$ cat config.mk
export PLATFORM = sky130hd
export DESIGN_NAME = ppl_port_pullup_latch
export DESIGN_NICKNAME = d
export VERILOG_FILES = /design/src/inc/ppl_pkg.sv /design/src/rtl/ppl_alu.sv /design/src/rtl/ppl_port_pullup_latch.sv /design/src/rtl/ppl_sync.sv
export SDC_FILE = /design/constraint.sdc
export NUM_CORES = 1
export LEC_CHECK = 0
export ABC_AREA = 1
export BUFFER_PORTS_ARGS = -buffer_cell sky130_fd_sc_hd__buf_2
export CORE_MARGIN = 2
export CORE_UTILIZATION = 59
export CTS_BUF_LIST = sky130_fd_sc_hd__clkbuf_4 sky130_fd_sc_hd__clkbuf_8
export DETAILED_ROUTE_END_ITERATION = 6
export GPL_TIMING_DRIVEN = 1
export PLACE_DENSITY = 0.85
export SLEW_MARGIN = 20
export SYNTH_ARGS = -nofsm -noshare
export SYNTH_HDL_FRONTEND = slang
export SYNTH_SLANG_ARGS = --single-unit
$ cat constraint.sdc
create_clock -name REF_CLK -period 2.5 [get_ports REF_CLK]
set_input_delay 0 -clock REF_CLK [delete_from_list [all_inputs] [get_ports REF_CLK]]
set_output_delay 0 -clock REF_CLK [all_outputs]
set_load 0.005 [all_outputs]
$ cat src/inc/ppl_pkg.sv
// Register map, port layout and operation codes of the port latch and pull-up block
package ppl_pkg;

    // ********************************************************************
    // Port layout
    // ********************************************************************
    localparam int NUM_PORTS = 4;
    localparam int PORT_BITS = 8;
    localparam int P0_W = 4;
    localparam int P1_W = 8;
    localparam int P3_W = 4;
    localparam int P12_W = 1;
    localparam logic [7:0] PORT_MASK [NUM_PORTS] = '{8'h0F, 8'hFF, 8'h0F, 8'h01};

    // ********************************************************************
    // Register addresses, index 0..3 = port zero, one, three, twelve
    // ********************************************************************
    localparam logic [15:0] ADDR_LATCH [NUM_PORTS] = '{16'hFF00, 16'hFF01, 16'hFF03, 16'hFF0C};
    localparam logic [15:0] ADDR_DIR [NUM_PORTS] = '{16'hFF20, 16'hFF21, 16'hFF23, 16'hFF2C};
    // pullup_select_port_zero, _one, _three, _twelve
    localparam logic [15:0] ADDR_PULLUP [NUM_PORTS] = '{16'hFF30, 16'hFF31, 16'hFF33, 16'hFF3C};

    // ********************************************************************
    // Reset values
    // ********************************************************************
    localparam logic [7:0] LATCH_RST = 8'h00;
    localparam logic [7:0] DIR_RST = 8'hFF;
    localparam logic [7:0] PULLUP_RST = 8'h00;
    localparam logic [7:0] RDATA_RST = 8'h00;
    localparam logic [7:0] UNMAPPED_READ = 8'h00;

    // ********************************************************************
    // Types
    // ********************************************************************
    typedef enum logic [1:0] {
        KIND_NONE = 2'h0,
        KIND_LATCH = 2'h1,
        KIND_DIR = 2'h2,
        KIND_PULLUP = 2'h3
    } ppl_kind_type;

    typedef enum logic [2:0] {
        OP_WRITE = 3'h0,
        OP_AND = 3'h1,
        OP_OR = 3'h2,
        OP_XOR = 3'h3,
        OP_BSET = 3'h4,
        OP_BCLR = 3'h5,
        OP_BNOT = 3'h6
    } ppl_op_type;

endpackage : ppl_pkg

$ cat src/rtl/ppl_alu.sv
// Byte operation unit for writes and read-modify-write accesses
`timescale 1ns/1ps
module ppl_alu
    import ppl_pkg::*;
(
    input wire ppl_pkg::ppl_op_type op, // Operation code
    input wire logic [7:0] operand,     // Current register or pin value
    input wire logic [7:0] wdata,       // Data from processor
    input wire logic [2:0] bit_sel,     // Bit number for bit operations
    output logic [7:0] result           // Whole byte to store
);
    logic [7:0] bit_mask;

    always_comb begin
        bit_mask = 8'h01 << bit_sel;
        unique case (op)
            OP_WRITE: result = wdata;
            OP_AND: result = operand & wdata;
            OP_OR: result = operand | wdata;
            OP_XOR: result = operand ^ wdata;
            OP_BSET: result = operand | bit_mask;
            OP_BCLR: result = operand & ~bit_mask;
            OP_BNOT: result = operand ^ bit_mask;
            default: result = wdata;
        endcase
    end

endmodule : ppl_alu

$ cat src/rtl/ppl_port_pullup_latch.sv
// Port output latches, direction and pull-up select registers with pin control
`timescale 1ns/1ps

// Functional notes
// - Pull-up on only when selected and input
// - Output or alternate output disables pull-up
// - Select 1 connects; missing bits read zero
// - Reset clears all pull-up selects
// - Pull-up selects accept bit and byte writes
// - Bit operation acts on whole port byte
// - Output mode drives latch onto pin unless alternate output selected
// - Latch holds until next write
// - Reset clears output latches
// - Input mode write updates latch, pin unchanged
// - Output mode read returns latch
// - Input mode read returns synced pin
// - Output mode RMW uses latch operand
// - Input mode RMW uses pin operand
// - Direction 0 output, 1 input
// - Reset sets all direction bits
module ppl_port_pullup_latch
    import ppl_pkg::*;
(
    input wire logic REF_CLK,                 // System clock, 40 MHz
    input wire logic RST,                     // Synchronous reset, high
    input wire logic [15:0] ADDR,             // Register address
    input wire logic WR_STB,                  // Write or read-modify-write strobe
    input wire ppl_pkg::ppl_op_type OP,       // Operation for WR_STB
    input wire logic [2:0] BIT_SEL,           // Bit number for bit operations
    input wire logic [7:0] WDATA,             // Write data
    input wire logic RD_STB,                  // Read strobe
    output logic [7:0] RDATA,                 // Read data, registered
    output logic RVALID,                      // Read data valid pulse
    input wire logic [ppl_pkg::P0_W-1:0] P0_IN,        // Port zero pin levels
    output logic [ppl_pkg::P0_W-1:0] P0_OUT,           // Port zero pin drive value
    output logic [ppl_pkg::P0_W-1:0] P0_OE,            // Port zero driver enable
    output logic [ppl_pkg::P0_W-1:0] P0_PU,            // Port zero pull-up connect
    input wire logic [ppl_pkg::P0_W-1:0] P0_ALT_EN,    // Port zero alternate output select
    input wire logic [ppl_pkg::P0_W-1:0] P0_ALT_DATA,  // Port zero alternate output data
    input wire logic [ppl_pkg::P1_W-1:0] P1_IN,        // Port one pin levels
    output logic [ppl_pkg::P1_W-1:0] P1_OUT,           // Port one pin drive value
    output logic [ppl_pkg::P1_W-1:0] P1_OE,            // Port one driver enable
    output logic [ppl_pkg::P1_W-1:0] P1_PU,            // Port one pull-up connect
    input wire logic [ppl_pkg::P1_W-1:0] P1_ALT_EN,    // Port one alternate output select
    input wire logic [ppl_pkg::P1_W-1:0] P1_ALT_DATA,  // Port one alternate output data
    input wire logic [ppl_pkg::P3_W-1:0] P3_IN,        // Port three pin levels
    output logic [ppl_pkg::P3_W-1:0] P3_OUT,           // Port three pin drive value
    output logic [ppl_pkg::P3_W-1:0] P3_OE,            // Port three driver enable
    output logic [ppl_pkg::P3_W-1:0] P3_PU,            // Port three pull-up connect
    input wire logic [ppl_pkg::P3_W-1:0] P3_ALT_EN,    // Port three alternate output select
    input wire logic [ppl_pkg::P3_W-1:0] P3_ALT_DATA,  // Port three alternate output data
    input wire logic [ppl_pkg::P12_W-1:0] P12_IN,      // Port twelve pin level
    output logic [ppl_pkg::P12_W-1:0] P12_OUT,         // Port twelve pin drive value
    output logic [ppl_pkg::P12_W-1:0] P12_OE,          // Port twelve driver enable
    output logic [ppl_pkg::P12_W-1:0] P12_PU,          // Port twelve pull-up connect
    input wire logic [ppl_pkg::P12_W-1:0] P12_ALT_EN,  // Port twelve alternate output select
    input wire logic [ppl_pkg::P12_W-1:0] P12_ALT_DATA // Port twelve alternate output data
);
    import ppl_pkg::*;

    // ********************************************************************
    // State
    // ********************************************************************
    typedef struct packed {
        logic [NUM_PORTS-1:0][PORT_BITS-1:0] lat;
        logic [NUM_PORTS-1:0][PORT_BITS-1:0] dir;
        logic [NUM_PORTS-1:0][PORT_BITS-1:0] pu;
        logic [7:0] rdata;
        logic rvalid;
    } ppl_state_type;

    localparam ppl_state_type RESET_STATE = '{
        lat: {NUM_PORTS{LATCH_RST}},
        dir: {NUM_PORTS{DIR_RST}},
        pu: {NUM_PORTS{PULLUP_RST}},
        rdata: RDATA_RST,
        rvalid: 1'h0
    };

    ppl_state_type state_ff;
    ppl_state_type nxt_state;

    // ********************************************************************
    // Pin gathering, padded to one byte per port
    // ********************************************************************
    logic [NUM_PORTS-1:0][PORT_BITS-1:0] pin_raw;
    logic [NUM_PORTS-1:0][PORT_BITS-1:0] pin_sync;
    logic [NUM_PORTS-1:0][PORT_BITS-1:0] alt_en;
    logic [NUM_PORTS-1:0][PORT_BITS-1:0] alt_data;

    assign pin_raw[0][P0_W-1:0] = P0_IN;
    assign pin_raw[0][PORT_BITS-1:P0_W] = '0;
    assign pin_raw[1] = P1_IN;
    assign pin_raw[2][P3_W-1:0] = P3_IN;
    assign pin_raw[2][PORT_BITS-1:P3_W] = '0;
    assign pin_raw[3][P12_W-1:0] = P12_IN;
    assign pin_raw[3][PORT_BITS-1:P12_W] = '0;

    assign alt_en[0][P0_W-1:0] = P0_ALT_EN;
    assign alt_en[0][PORT_BITS-1:P0_W] = '0;
    assign alt_en[1] = P1_ALT_EN;
    assign alt_en[2][P3_W-1:0] = P3_ALT_EN;
    assign alt_en[2][PORT_BITS-1:P3_W] = '0;
    assign alt_en[3][P12_W-1:0] = P12_ALT_EN;
    assign alt_en[3][PORT_BITS-1:P12_W] = '0;

    assign alt_data[0][P0_W-1:0] = P0_ALT_DATA;
    assign alt_data[0][PORT_BITS-1:P0_W] = '0;
    assign alt_data[1] = P1_ALT_DATA;
    assign alt_data[2][P3_W-1:0] = P3_ALT_DATA;
    assign alt_data[2][PORT_BITS-1:P3_W] = '0;
    assign alt_data[3][P12_W-1:0] = P12_ALT_DATA;
    assign alt_data[3][PORT_BITS-1:P12_W] = '0;

    // Pins cross into the clock domain before any read sees them
    ppl_sync #(
        .WIDTH(NUM_PORTS * PORT_BITS)
    ) u_sync (
        .REF_CLK(REF_CLK),
        .RST(RST),
        .d_async(pin_raw),
        .q(pin_sync)
    );

    // ********************************************************************
    // Per-port read values and pin control
    // ********************************************************************
    logic [NUM_PORTS-1:0][PORT_BITS-1:0] rd_lat;
    logic [NUM_PORTS-1:0][PORT_BITS-1:0] rd_dir;
    logic [NUM_PORTS-1:0][PORT_BITS-1:0] rd_pu;
    logic [NUM_PORTS-1:0][PORT_BITS-1:0] drv_out;
    logic [NUM_PORTS-1:0][PORT_BITS-1:0] drv_oe;
    logic [NUM_PORTS-1:0][PORT_BITS-1:0] drv_pu;

    genvar k;
    generate
        for (k = 0; k < NUM_PORTS; k++) begin : g_port
            // Input bits show the pin, output bits show the latch
            assign rd_lat[k] = ((state_ff.dir[k] & pin_sync[k])
                              | (~state_ff.dir[k] & state_ff.lat[k])) & PORT_MASK[k];
            // Missing direction bits read as one
            assign rd_dir[k] = state_ff.dir[k] | ~PORT_MASK[k];
            assign rd_pu[k] = state_ff.pu[k] & PORT_MASK[k];
            // Driver on only in output mode; latch drives unless alternate output
            assign drv_oe[k] = ~state_ff.dir[k] & PORT_MASK[k];
            assign drv_out[k] = ((alt_en[k] & alt_data[k])
                               | (~alt_en[k] & state_ff.lat[k])) & PORT_MASK[k];
            assign drv_pu[k] = state_ff.pu[k] & state_ff.dir[k] & ~alt_en[k] & PORT_MASK[k];
        end
    endgenerate

    // ********************************************************************
    // Address decode
    // ********************************************************************
    ppl_kind_type hit_kind;
    logic [1:0] hit_idx;
    logic [7:0] sel_read;
    logic [7:0] sel_mask;

    always_comb begin
        hit_kind = KIND_NONE;
        hit_idx = '0;
        for (int i = 0; i < NUM_PORTS; i++) begin
            if (ADDR == ADDR_LATCH[i]) begin
                hit_kind = KIND_LATCH;
                hit_idx = 2'(i);
            end
            if (ADDR == ADDR_DIR[i]) begin
                hit_kind = KIND_DIR;
                hit_idx = 2'(i);
            end
            if (ADDR == ADDR_PULLUP[i]) begin
                hit_kind = KIND_PULLUP;
                hit_idx = 2'(i);
            end
        end
    end

    always_comb begin
        sel_mask = PORT_MASK[hit_idx];
        unique case (hit_kind)
            KIND_LATCH: sel_read = rd_lat[hit_idx];
            KIND_DIR: sel_read = rd_dir[hit_idx];
            KIND_PULLUP: sel_read = rd_pu[hit_idx];
            KIND_NONE: sel_read = UNMAPPED_READ;
        endcase
    end

    // ********************************************************************
    // Operation unit: the read value is the operand of every access
    // ********************************************************************
    logic [7:0] alu_result;

    ppl_alu u_alu (
        .op(OP),
        .operand(sel_read),
        .wdata(WDATA),
        .bit_sel(BIT_SEL),
        .result(alu_result)
    );

    // ********************************************************************
    // Next state
    // ********************************************************************
    always_comb begin
        nxt_state = state_ff;
        nxt_state.rvalid = 1'h0;
        if (RD_STB) begin
            nxt_state.rdata = sel_read;
            nxt_state.rvalid = 1'h1;
        end
        if (WR_STB) begin
            unique case (hit_kind)
                // Whole byte stored, also for a bit operation
                KIND_LATCH: nxt_state.lat[hit_idx] = alu_result & sel_mask;
                KIND_DIR: nxt_state.dir[hit_idx] = alu_result | ~sel_mask;
                KIND_PULLUP: nxt_state.pu[hit_idx] = alu_result & sel_mask;
                KIND_NONE: nxt_state.rvalid = nxt_state.rvalid;
            endcase
        end
    end

    always_ff @(posedge REF_CLK) begin
        if (RST) begin
            state_ff <= RESET_STATE;
        end else begin
            state_ff <= nxt_state;
        end
    end

    // ********************************************************************
    // Outputs
    // ********************************************************************
    assign RDATA = state_ff.rdata;
    assign RVALID = state_ff.rvalid;

    assign P0_OUT = drv_out[0][P0_W-1:0];
    assign P0_OE = drv_oe[0][P0_W-1:0];
    assign P0_PU = drv_pu[0][P0_W-1:0];
    assign P1_OUT = drv_out[1];
    assign P1_OE = drv_oe[1];
    assign P1_PU = drv_pu[1];
    assign P3_OUT = drv_out[2][P3_W-1:0];
    assign P3_OE = drv_oe[2][P3_W-1:0];
    assign P3_PU = drv_pu[2][P3_W-1:0];
    assign P12_OUT = drv_out[3][P12_W-1:0];
    assign P12_OE = drv_oe[3][P12_W-1:0];
    assign P12_PU = drv_pu[3][P12_W-1:0];

endmodule : ppl_port_pullup_latch

$ cat src/rtl/ppl_sync.sv
// Two-stage synchroniser for the pin inputs
`timescale 1ns/1ps
module ppl_sync #(
    parameter int WIDTH = 32
) (
    input wire logic REF_CLK,             // System clock
    input wire logic RST,                 // Synchronous reset, high
    input wire logic [WIDTH-1:0] d_async, // Raw pin levels
    output logic [WIDTH-1:0] q            // Synchronised levels
);
    typedef struct packed {
        logic [WIDTH-1:0] meta_ff;
        logic [WIDTH-1:0] sync_ff;
    } ppl_sync_state_type;

    ppl_sync_state_type state_ff;
    ppl_sync_state_type nxt_state;

    always_comb begin
        nxt_state.meta_ff = d_async;
        nxt_state.sync_ff = state_ff.meta_ff;
    end

    always_ff @(posedge REF_CLK) begin
        if (RST) begin
            state_ff <= '0;
        end else begin
            state_ff <= nxt_state;
        end
    end

    assign q = state_ff.sync_ff;

endmodule : ppl_sync

==> summary.md, run 1 <==
| Metric | Value |
|---|---|
| Worst VDD drop | `about 0.33 mV` |
| Register area share after synthesis | `between 30% and 40%` |
| DR vias | `5,902` |
| Achievable Freq | `around 530 MHz` |
| Crit path launch type | `flip-flop` |
| LEAKAGE | `approximately 3.3 nW` |
| Max-cap violations | `0` |
| Core ar. | `8806 sq um` |
| Post-synthesis cell type count | `37` |
| CP max FO | `12` |
| FILL cells | `755` |
| Row cnt | `34` |
| Die area | `approximately 9900 sq um` |
| Ys flop type | `dfxtp_1` |
| Post-synth ARST share | `0%` |
| PortBufs | `around 140` |
| Relative slew slack | `between 60% and 70%` |
| Mean Syn Cell Area | `6.454 sq um` |
| Final HPWL DP | `11,080 microns` |
| Warnings from Yosys | `0` |
| Cell area after synthesis | `~5400 sq um` |
| Final WL | `around 15,000 microns` |
| Area share of the leading cell type in the synthesized netlist | `34.92%` |
| Min Tclk post-route | `between 1500 and 2000 ps` |
| CP Capture Type | `flip-flop` |
| Top Ports | `between 100 and 150` |
| Wirelength per Cell | `between 10 and 15 microns` |
| Synth area leaders | `dfxtp_1, nand2_1, o21ai_0` |
| # setup viols final | `0` |
| Worst skew pair latency | `between 300 and 400 ps` |
| Synth Net Count | `a little over 900` |
| EDFF count, synth | `0` |
| Final Max Tran Viols | `0` |
| Area Overhead vs Synth | `21.06%` |
| DR DRC count | `0` |
| Final Cycle Share | `between 70% and 80%` |
| Max Buffers Root-to-Sink | `2` |
| Hold Crit Class | `input pin to flip-flop` |
| CP top delay family | `simple AND/OR/NAND/NOR gates` |
| Power Density | `between 400 and 500 nW/um^2` |
| Seq cells post-synth | `94` |
| Worst-Margin Slew | `563.5 ps` |
| Root Buffer | `clkbuf_8` |
| Starting Density | `61.20%` |
| Worst path max stage delay | `~400 ps` |
| # clock sinks | `94` |
| H-tree levels | `3` |
| Outcome | `completed` |
| Die W | `99.57 microns` |
| Global route overflow | `0` |
| GPL Wtd Cong | `around 1` |
| Largest net degree at the start of global routing | `57` |
| Initial antenna violation count | `0` |
| Critical Path RT | `between 2000 and 3000 ps` |
| Post-route ant nets | `0` |
| Skew final | `roughly 12 ps` |
| Number of global-route vias before repair | `5,262` |
| Num CTS Buffers | `9` |
| Cell Chain, Critical Path | `inv_1 > o21ai_0 > o21ai_1 > a21oi_1 > nand3_1 > nand2_1 > nand2_1 > nand3_1 > nand2_1 > nand2_2 > o21ai_0` |
| Final hold vios | `0` |
| Iteration-0 DRC Markers | `approximately 440` |
| DRT Pass-1 Iters | `5` |
| WS Path Type | `flip-flop to flip-flop` |
| First-pass GRT wire length | `24,480 microns` |
| Nets | `~1.1k` |
| Most frequent CP cell | `nand2_1` |
| Final setup TNS | `0 ps` |
| Post-Syn Instances | `between 800 and 900` |
| WP buf/inv | `1` |
| Die height | `around 100 microns` |
| Total track usage | `30.45%` |
| Biggest area consumer among synthesized cells | `dfxtp_1` |
| RSZ-0062 raised after global routing | `no` |
| Clock transition at path regs | `approximately 90 ps` |
| Slowest stage cell, crit path | `dfxtp_1` |
| Antenna cells | `0` |
| CTS tree | `yes` |
| Vias per cell | `5.351` |
| Hold WS | `~110 ps` |
| Layout cells sized above 1 | `a little under a quarter` |
| CP arrival | `~2100 ps` |
==> stage by stage <==
step	util (%)	cell area, sq um	cells	setup WS, ps	total power, W
after floorplan	-	5389	835	837.7	0.001823
after global placement	70.01	6165	1070	294.0	0.001986
after detailed placement	70.01	6165	1070	297.5	0.001991
after CTS	74.08	6524	1103	607.2	0.002936
after global routing	74.08	6524	1103	397.4	0.003070
final	74.08	6524	1103	614.2	0.002939
==> sequential cells by signal, summed over array words and instances (netlist names) <==
| register | cells |
|---|---|
| rd_dir | 17 |
| rd_pu | 17 |
| RVALID | 1 |
| state_ff | 17 |
| RDATA | 8 |
| u_sync.q | 17 |
| u_sync.nxt_state | 17 |
==> power by group <==
group | switching [W] | internal, W
clock | 0.000574 | 0.000377
combinational | 0.000274 | 0.000174
sequential | 0.0000107 | 0.00153
==> per-layer routing <==
| metal | track usage [%] | vias up | routed length [microns] |
|---|---|---|---|
| met5 | 0 | - | 0 |
| met4 | 9.378 | 0 | 278 |
| met3 | 5.973 | 29 | 1308 |
| met2 | 47.51 | 275 | 6604 |
| met1 | 42.74 | 2613 | 6696 |
| li1 | - | 2985 | - |
==> kinds of logic after synthesis <==
kind of cell	count (synthesis)	synth area share (%)
buf+inv	170	13.03
compound gates	206	21.52
flops	94	34.92
simple gates	365	30.53
==> cells in the final DEF, fill, tap and decap left out, types with 4 or more instances in the layout <==
cell           count
nand2_1          159
buf_2            144
inv_1            133
o21ai_0          102
nor2_1           101
dfxtp_1           94
a21oi_1           60
nand3_1           44
dlygate4sd3_1     18
nor3_1            16
buf_4             12
o21ai_1            9
a21oi_2            9
clkbuf_8           9
a22oi_1            8
o211ai_1           8
nand2_2            7
or2_2              7
nand3_2            6
nor2_2             5
nor2_4             4
nand4_1            4
o21ai_2            4
inv_2              4
nor4_1             4
==> worst reg2reg max path: stages (launching register included) <==
cell,delay (ps)
dfxtp_1,390
inv_1,80
o21ai_0,180
o21ai_1,90
a21oi_1,150
nand3_1,130
nand2_1,110
nand2_1,60
nand3_1,70
nand2_1,60
nand2_2,310
o21ai_0,130
==> cell usage after synthesis (2+ instances only) <==
cell type	instances
a21oi_1	60
a21oi_2	9
a21oi_4	2
a22oi_1	8
buf_2	4
buf_4	9
buf_6	3
clkbuf_1	12
clkinv_1	3
dfxtp_1	94
inv_1	133
inv_2	4
nand2_1	159
nand2_2	7
nand2_4	2
nand3_1	44
nand3_2	6
nand3b_1	3
nand4_1	4
nor2_1	101
nor2_2	5
nor2_4	4
nor3_1	16
nor3_4	2
nor4_1	4
o211ai_1	8
o21ai_0	102
o21ai_1	9
o21ai_2	4
or2_2	7
==> timing repair <==
| item | in CTS | in global routing |
|---|---|---|
| hold buffers | 18 | 0 |
| hold endpoints to repair | 21 | 0 |
| buffers inserted | 0 | 0 |
| resized for setup | 0 | 0 |
==> worst paths after layout <==
check	from	to	slack (ps)	cells past startpoint
hold reg to reg	u_sync.nxt_state[14]	u_sync.q[14]	410	2
setup / recovery	rd_dir[24]	rd_dir[16]	610	11
hold / removal	WR_STB	state_ff[90]	110	4
setup reg to reg	rd_dir[24]	rd_dir[16]	610	11
==> final cells by class <==
class,count,area (sq um),area share (%)
well taps,108,135.1,2.071
flip-flops and latches,94,1882,28.85
inverters,141,531.8,8.151
repair buffers,174,991.0,15.19
clock buffers,9,123.9,1.899
clock inverters,6,55.05,0.8439
multi-input cells,571,2805,43.00
(Power assumes the default switching activity.)
==> run 2: changes to the inputs <==
- CORE_UTILIZATION: 59 -> 55
- PLACE_DENSITY: 0.85 -> 0.8
- clock period: 2.5 -> 1.9 ns (I/O delays scaled with it)
==> run 2 against run 1 <==
Compared with the run above: routed wire length is 6.3% higher; maximum frequency is 5.1% higher; design area is 8.3% higher; total power is 36% higher; largest power group unchanged.
==> summary.md, run 2 (same netlist as run 1, synthesis figures left out) <==
| Metric | Value |
|---|---|
| Outcome | `completed` |
| LEAKAGE | `between 3 and 4 nW` |
| Final Cycle Share | `94.48%` |
| Relative slew slack | `61.36%` |
| Global route overflow | `0` |
| Die height | `103.0 microns` |
| DP Worst Slack | `-219.6 ps` |
| P_int | `0.002876 W` |
| DRT Pass-1 Iters | `5` |
| Row cnt | `36` |
| Crit path from | `rd_dir[17]` |
| DR DRC count | `0` |
| Worst skew pair latency | `about 360 ps` |
| Final hold vios | `0` |
| Total track usage | `roughly 30%` |
| Layout cells sized above 1 | `between 20% and 30%` |
| Slowest stage cell, crit path | `dfxtp_1` |
| Hold Crit Class | `input pin to flip-flop` |
| Final WL | `15,830 microns` |
| Reg2reg path depth | `11` |
| Reg2reg end | `rd_dir[1]` |
| Die area | `about 11,000 sq um` |
| Most common cell after layout, fill and taps aside | `nand2_1` |
| Clk network pwr share | `33.6%` |
| Worst-Margin Slew | `between 500 and 600 ps` |
| Fin worst setup slack | `between 100 and 150 ps` |
| Top Ports | `145` |
| Switching portion of total power | `between 20% and 30%` |
| Root Buffer | `clkbuf_8` |
| Most frequent cells in the layout | `nand2_1, buf_2, inv_1` |
| Critical Path RT | `2160 ps` |
| WS Path Type | `flip-flop to flip-flop` |
| Achievable Freq | `approximately 560 MHz` |
| WP buf/inv | `0` |
| Antenna cells | `0` |
| Inst Count DP | `1,148` |
| Clock transition at path regs | `90 ps` |
| Comb pwr share | `about 16%` |
| CP max FO | `6` |
| CP Capture Type | `flip-flop` |
| Min Tclk post-route | `between 1500 and 2000 ps` |
| Core ar. | `between 9000 and 10,000 sq um` |
| Worst reg2reg path startpoint | `rd_dir[17]` |
| Pwr Total | `between 0.004 and 0.005 W` |
| Nets | `1,132` |
| DR vias | `between 6k and 7k` |
| CTS tree | `yes` |
| Final Max Tran Viols | `0` |
| Post-route cell area | `approximately 7000 sq um` |
| Initial antenna violation count | `0` |
| Worst path max stage delay | `470 ps` |
| CP arrival | `between 2000 and 2500 ps` |
| Sequential share of power | `between 50 and 60%` |
| PortBufs | `approximately 140` |
| Num CTS Buffers | `9` |
| H-tree levels | `3` |
| Post-route ant nets | `0` |
| # setup viols final | `0` |
| Sw power | `approximately 0.0011 W` |
| RSZ-0062 raised after global routing | `yes` |
| Area Overhead vs Synth | `31.11%` |
| Placed instance area | `approximately 6600 sq um` |
| Reg2Reg Setup Slack | `~100 ps` |
| Worst Setup EP | `rd_dir[1]` |
| Vias per cell | `between 5 and 6` |
| Wirelength per Cell | `approximately 13 microns` |
| GPL Wtd Cong | `approximately 0.96` |
| Cell Chain, Critical Path | `o21ai_0 > a21oi_1 > nand3_2 > nand2_1 > nand2_1 > nand3_1 > nand2_1 > nand2_1 > nand2_2 > nand2_1 > nand2_1` |
| Max Buffers Root-to-Sink | `2` |
| First-pass GRT wire length | `between 20,000 and 25,000 microns` |
| Max-cap violations | `0` |
| Worst path depth | `11` |
| Crit path launch type | `flip-flop` |
| Final HPWL DP | `between 10,000 and 15,000 microns` |
| Number of global-route vias before repair | `between 5k and 6k` |
| FILL cells | `approximately 820` |
| Most frequent CP cell | `nand2_1` |
| Power Density | `~570 nW/um^2` |
| Non-filler cells, final | `roughly 1.2k` |
| Starting Density | `between 50 and 60%` |
| Die W | `103.0 microns` |
| # clock sinks | `94` |
| Iteration-0 DRC Markers | `approximately 420` |
| Skew final | `11.01 ps` |
| Worst VDD drop | `roughly 0.59 mV` |
| CP top delay family | `simple AND/OR/NAND/NOR gates` |
| Largest net degree at the start of global routing | `57` |
## run 2: metrics by stage
stage	hold WS (ps)	setup TNS [ps]	util, %
2_1_floorplan	31.10	0	-
3_3_place_gp	199.0	-4738	68.67
3_5_place_dp	207.0	-6944	68.67
4_1_cts	16.00	0	72.57
5_1_grt	55.58	-228.0	73.30
6_report	37.14	0	73.30
## run 2: area by class of cell
cell class              instances  area (sq um)  share of cell area (%)
well taps                     133         166.4                   2.355
flip-flops and latches         94          1883                   26.65
repair buffers                229          1429                   20.22
clock inverters                 6         72.57                   1.027
clock buffers                   9         123.9                   1.753
multi-input cells             572          2856                   40.43
inverters                     141         534.3                   7.562
## run 2: timing repair
action	in CTS	in global routing
hold buffers	18	0
buffers inserted	0	2
gates resized for setup	0	14
endpoints found under the setup margin	0	35
endpoints found under the hold margin	21	0
## run 2: power groups by stage
stage               clock network [W]  registers, W  logic, W
finish                        0.00134       0.00203  0.000629
CTS                           0.00136       0.00203  0.000594
global route                  0.00145       0.00203  0.000700
floorplan                           0       0.00207  0.000331
detailed placement                  0       0.00207  0.000563
global placement                    0       0.00207  0.000556
## run 2: worst min-delay path by stage
stage / start / to / slack, ps / cells past startpoint
floorplan: P0_ALT_EN[0] / P0_PU[0] / 30 / 1
global placement: P1_IN[5] / u_sync.nxt_state[13] / 200 / 3
detailed placement: P3_IN[1] / u_sync.nxt_state[17] / 210 / 3
CTS: RST / rd_pu[13] / 20 / 4
global route: RST / rd_pu[15] / 60 / 4
finish: RST / rd_pu[13] / 40 / 4
## run 2: routing by layer
layer / vias to the layer above / global-route usage (%) / wire (microns)
li1: 3090 / - / -
met5: - / 0 / 0
met1: 2760 / 41.64 / 7027
met2: 258 / 46.90 / 7112
met4: 0 / 8.907 / 380
met3: 37 / 4.339 / 1312
## run 2: tightest hold or removal path, cell delays in order
cell and delay [ps]:
buf_2 90, inv_1 120, o21ai_0 110, a21oi_1 40
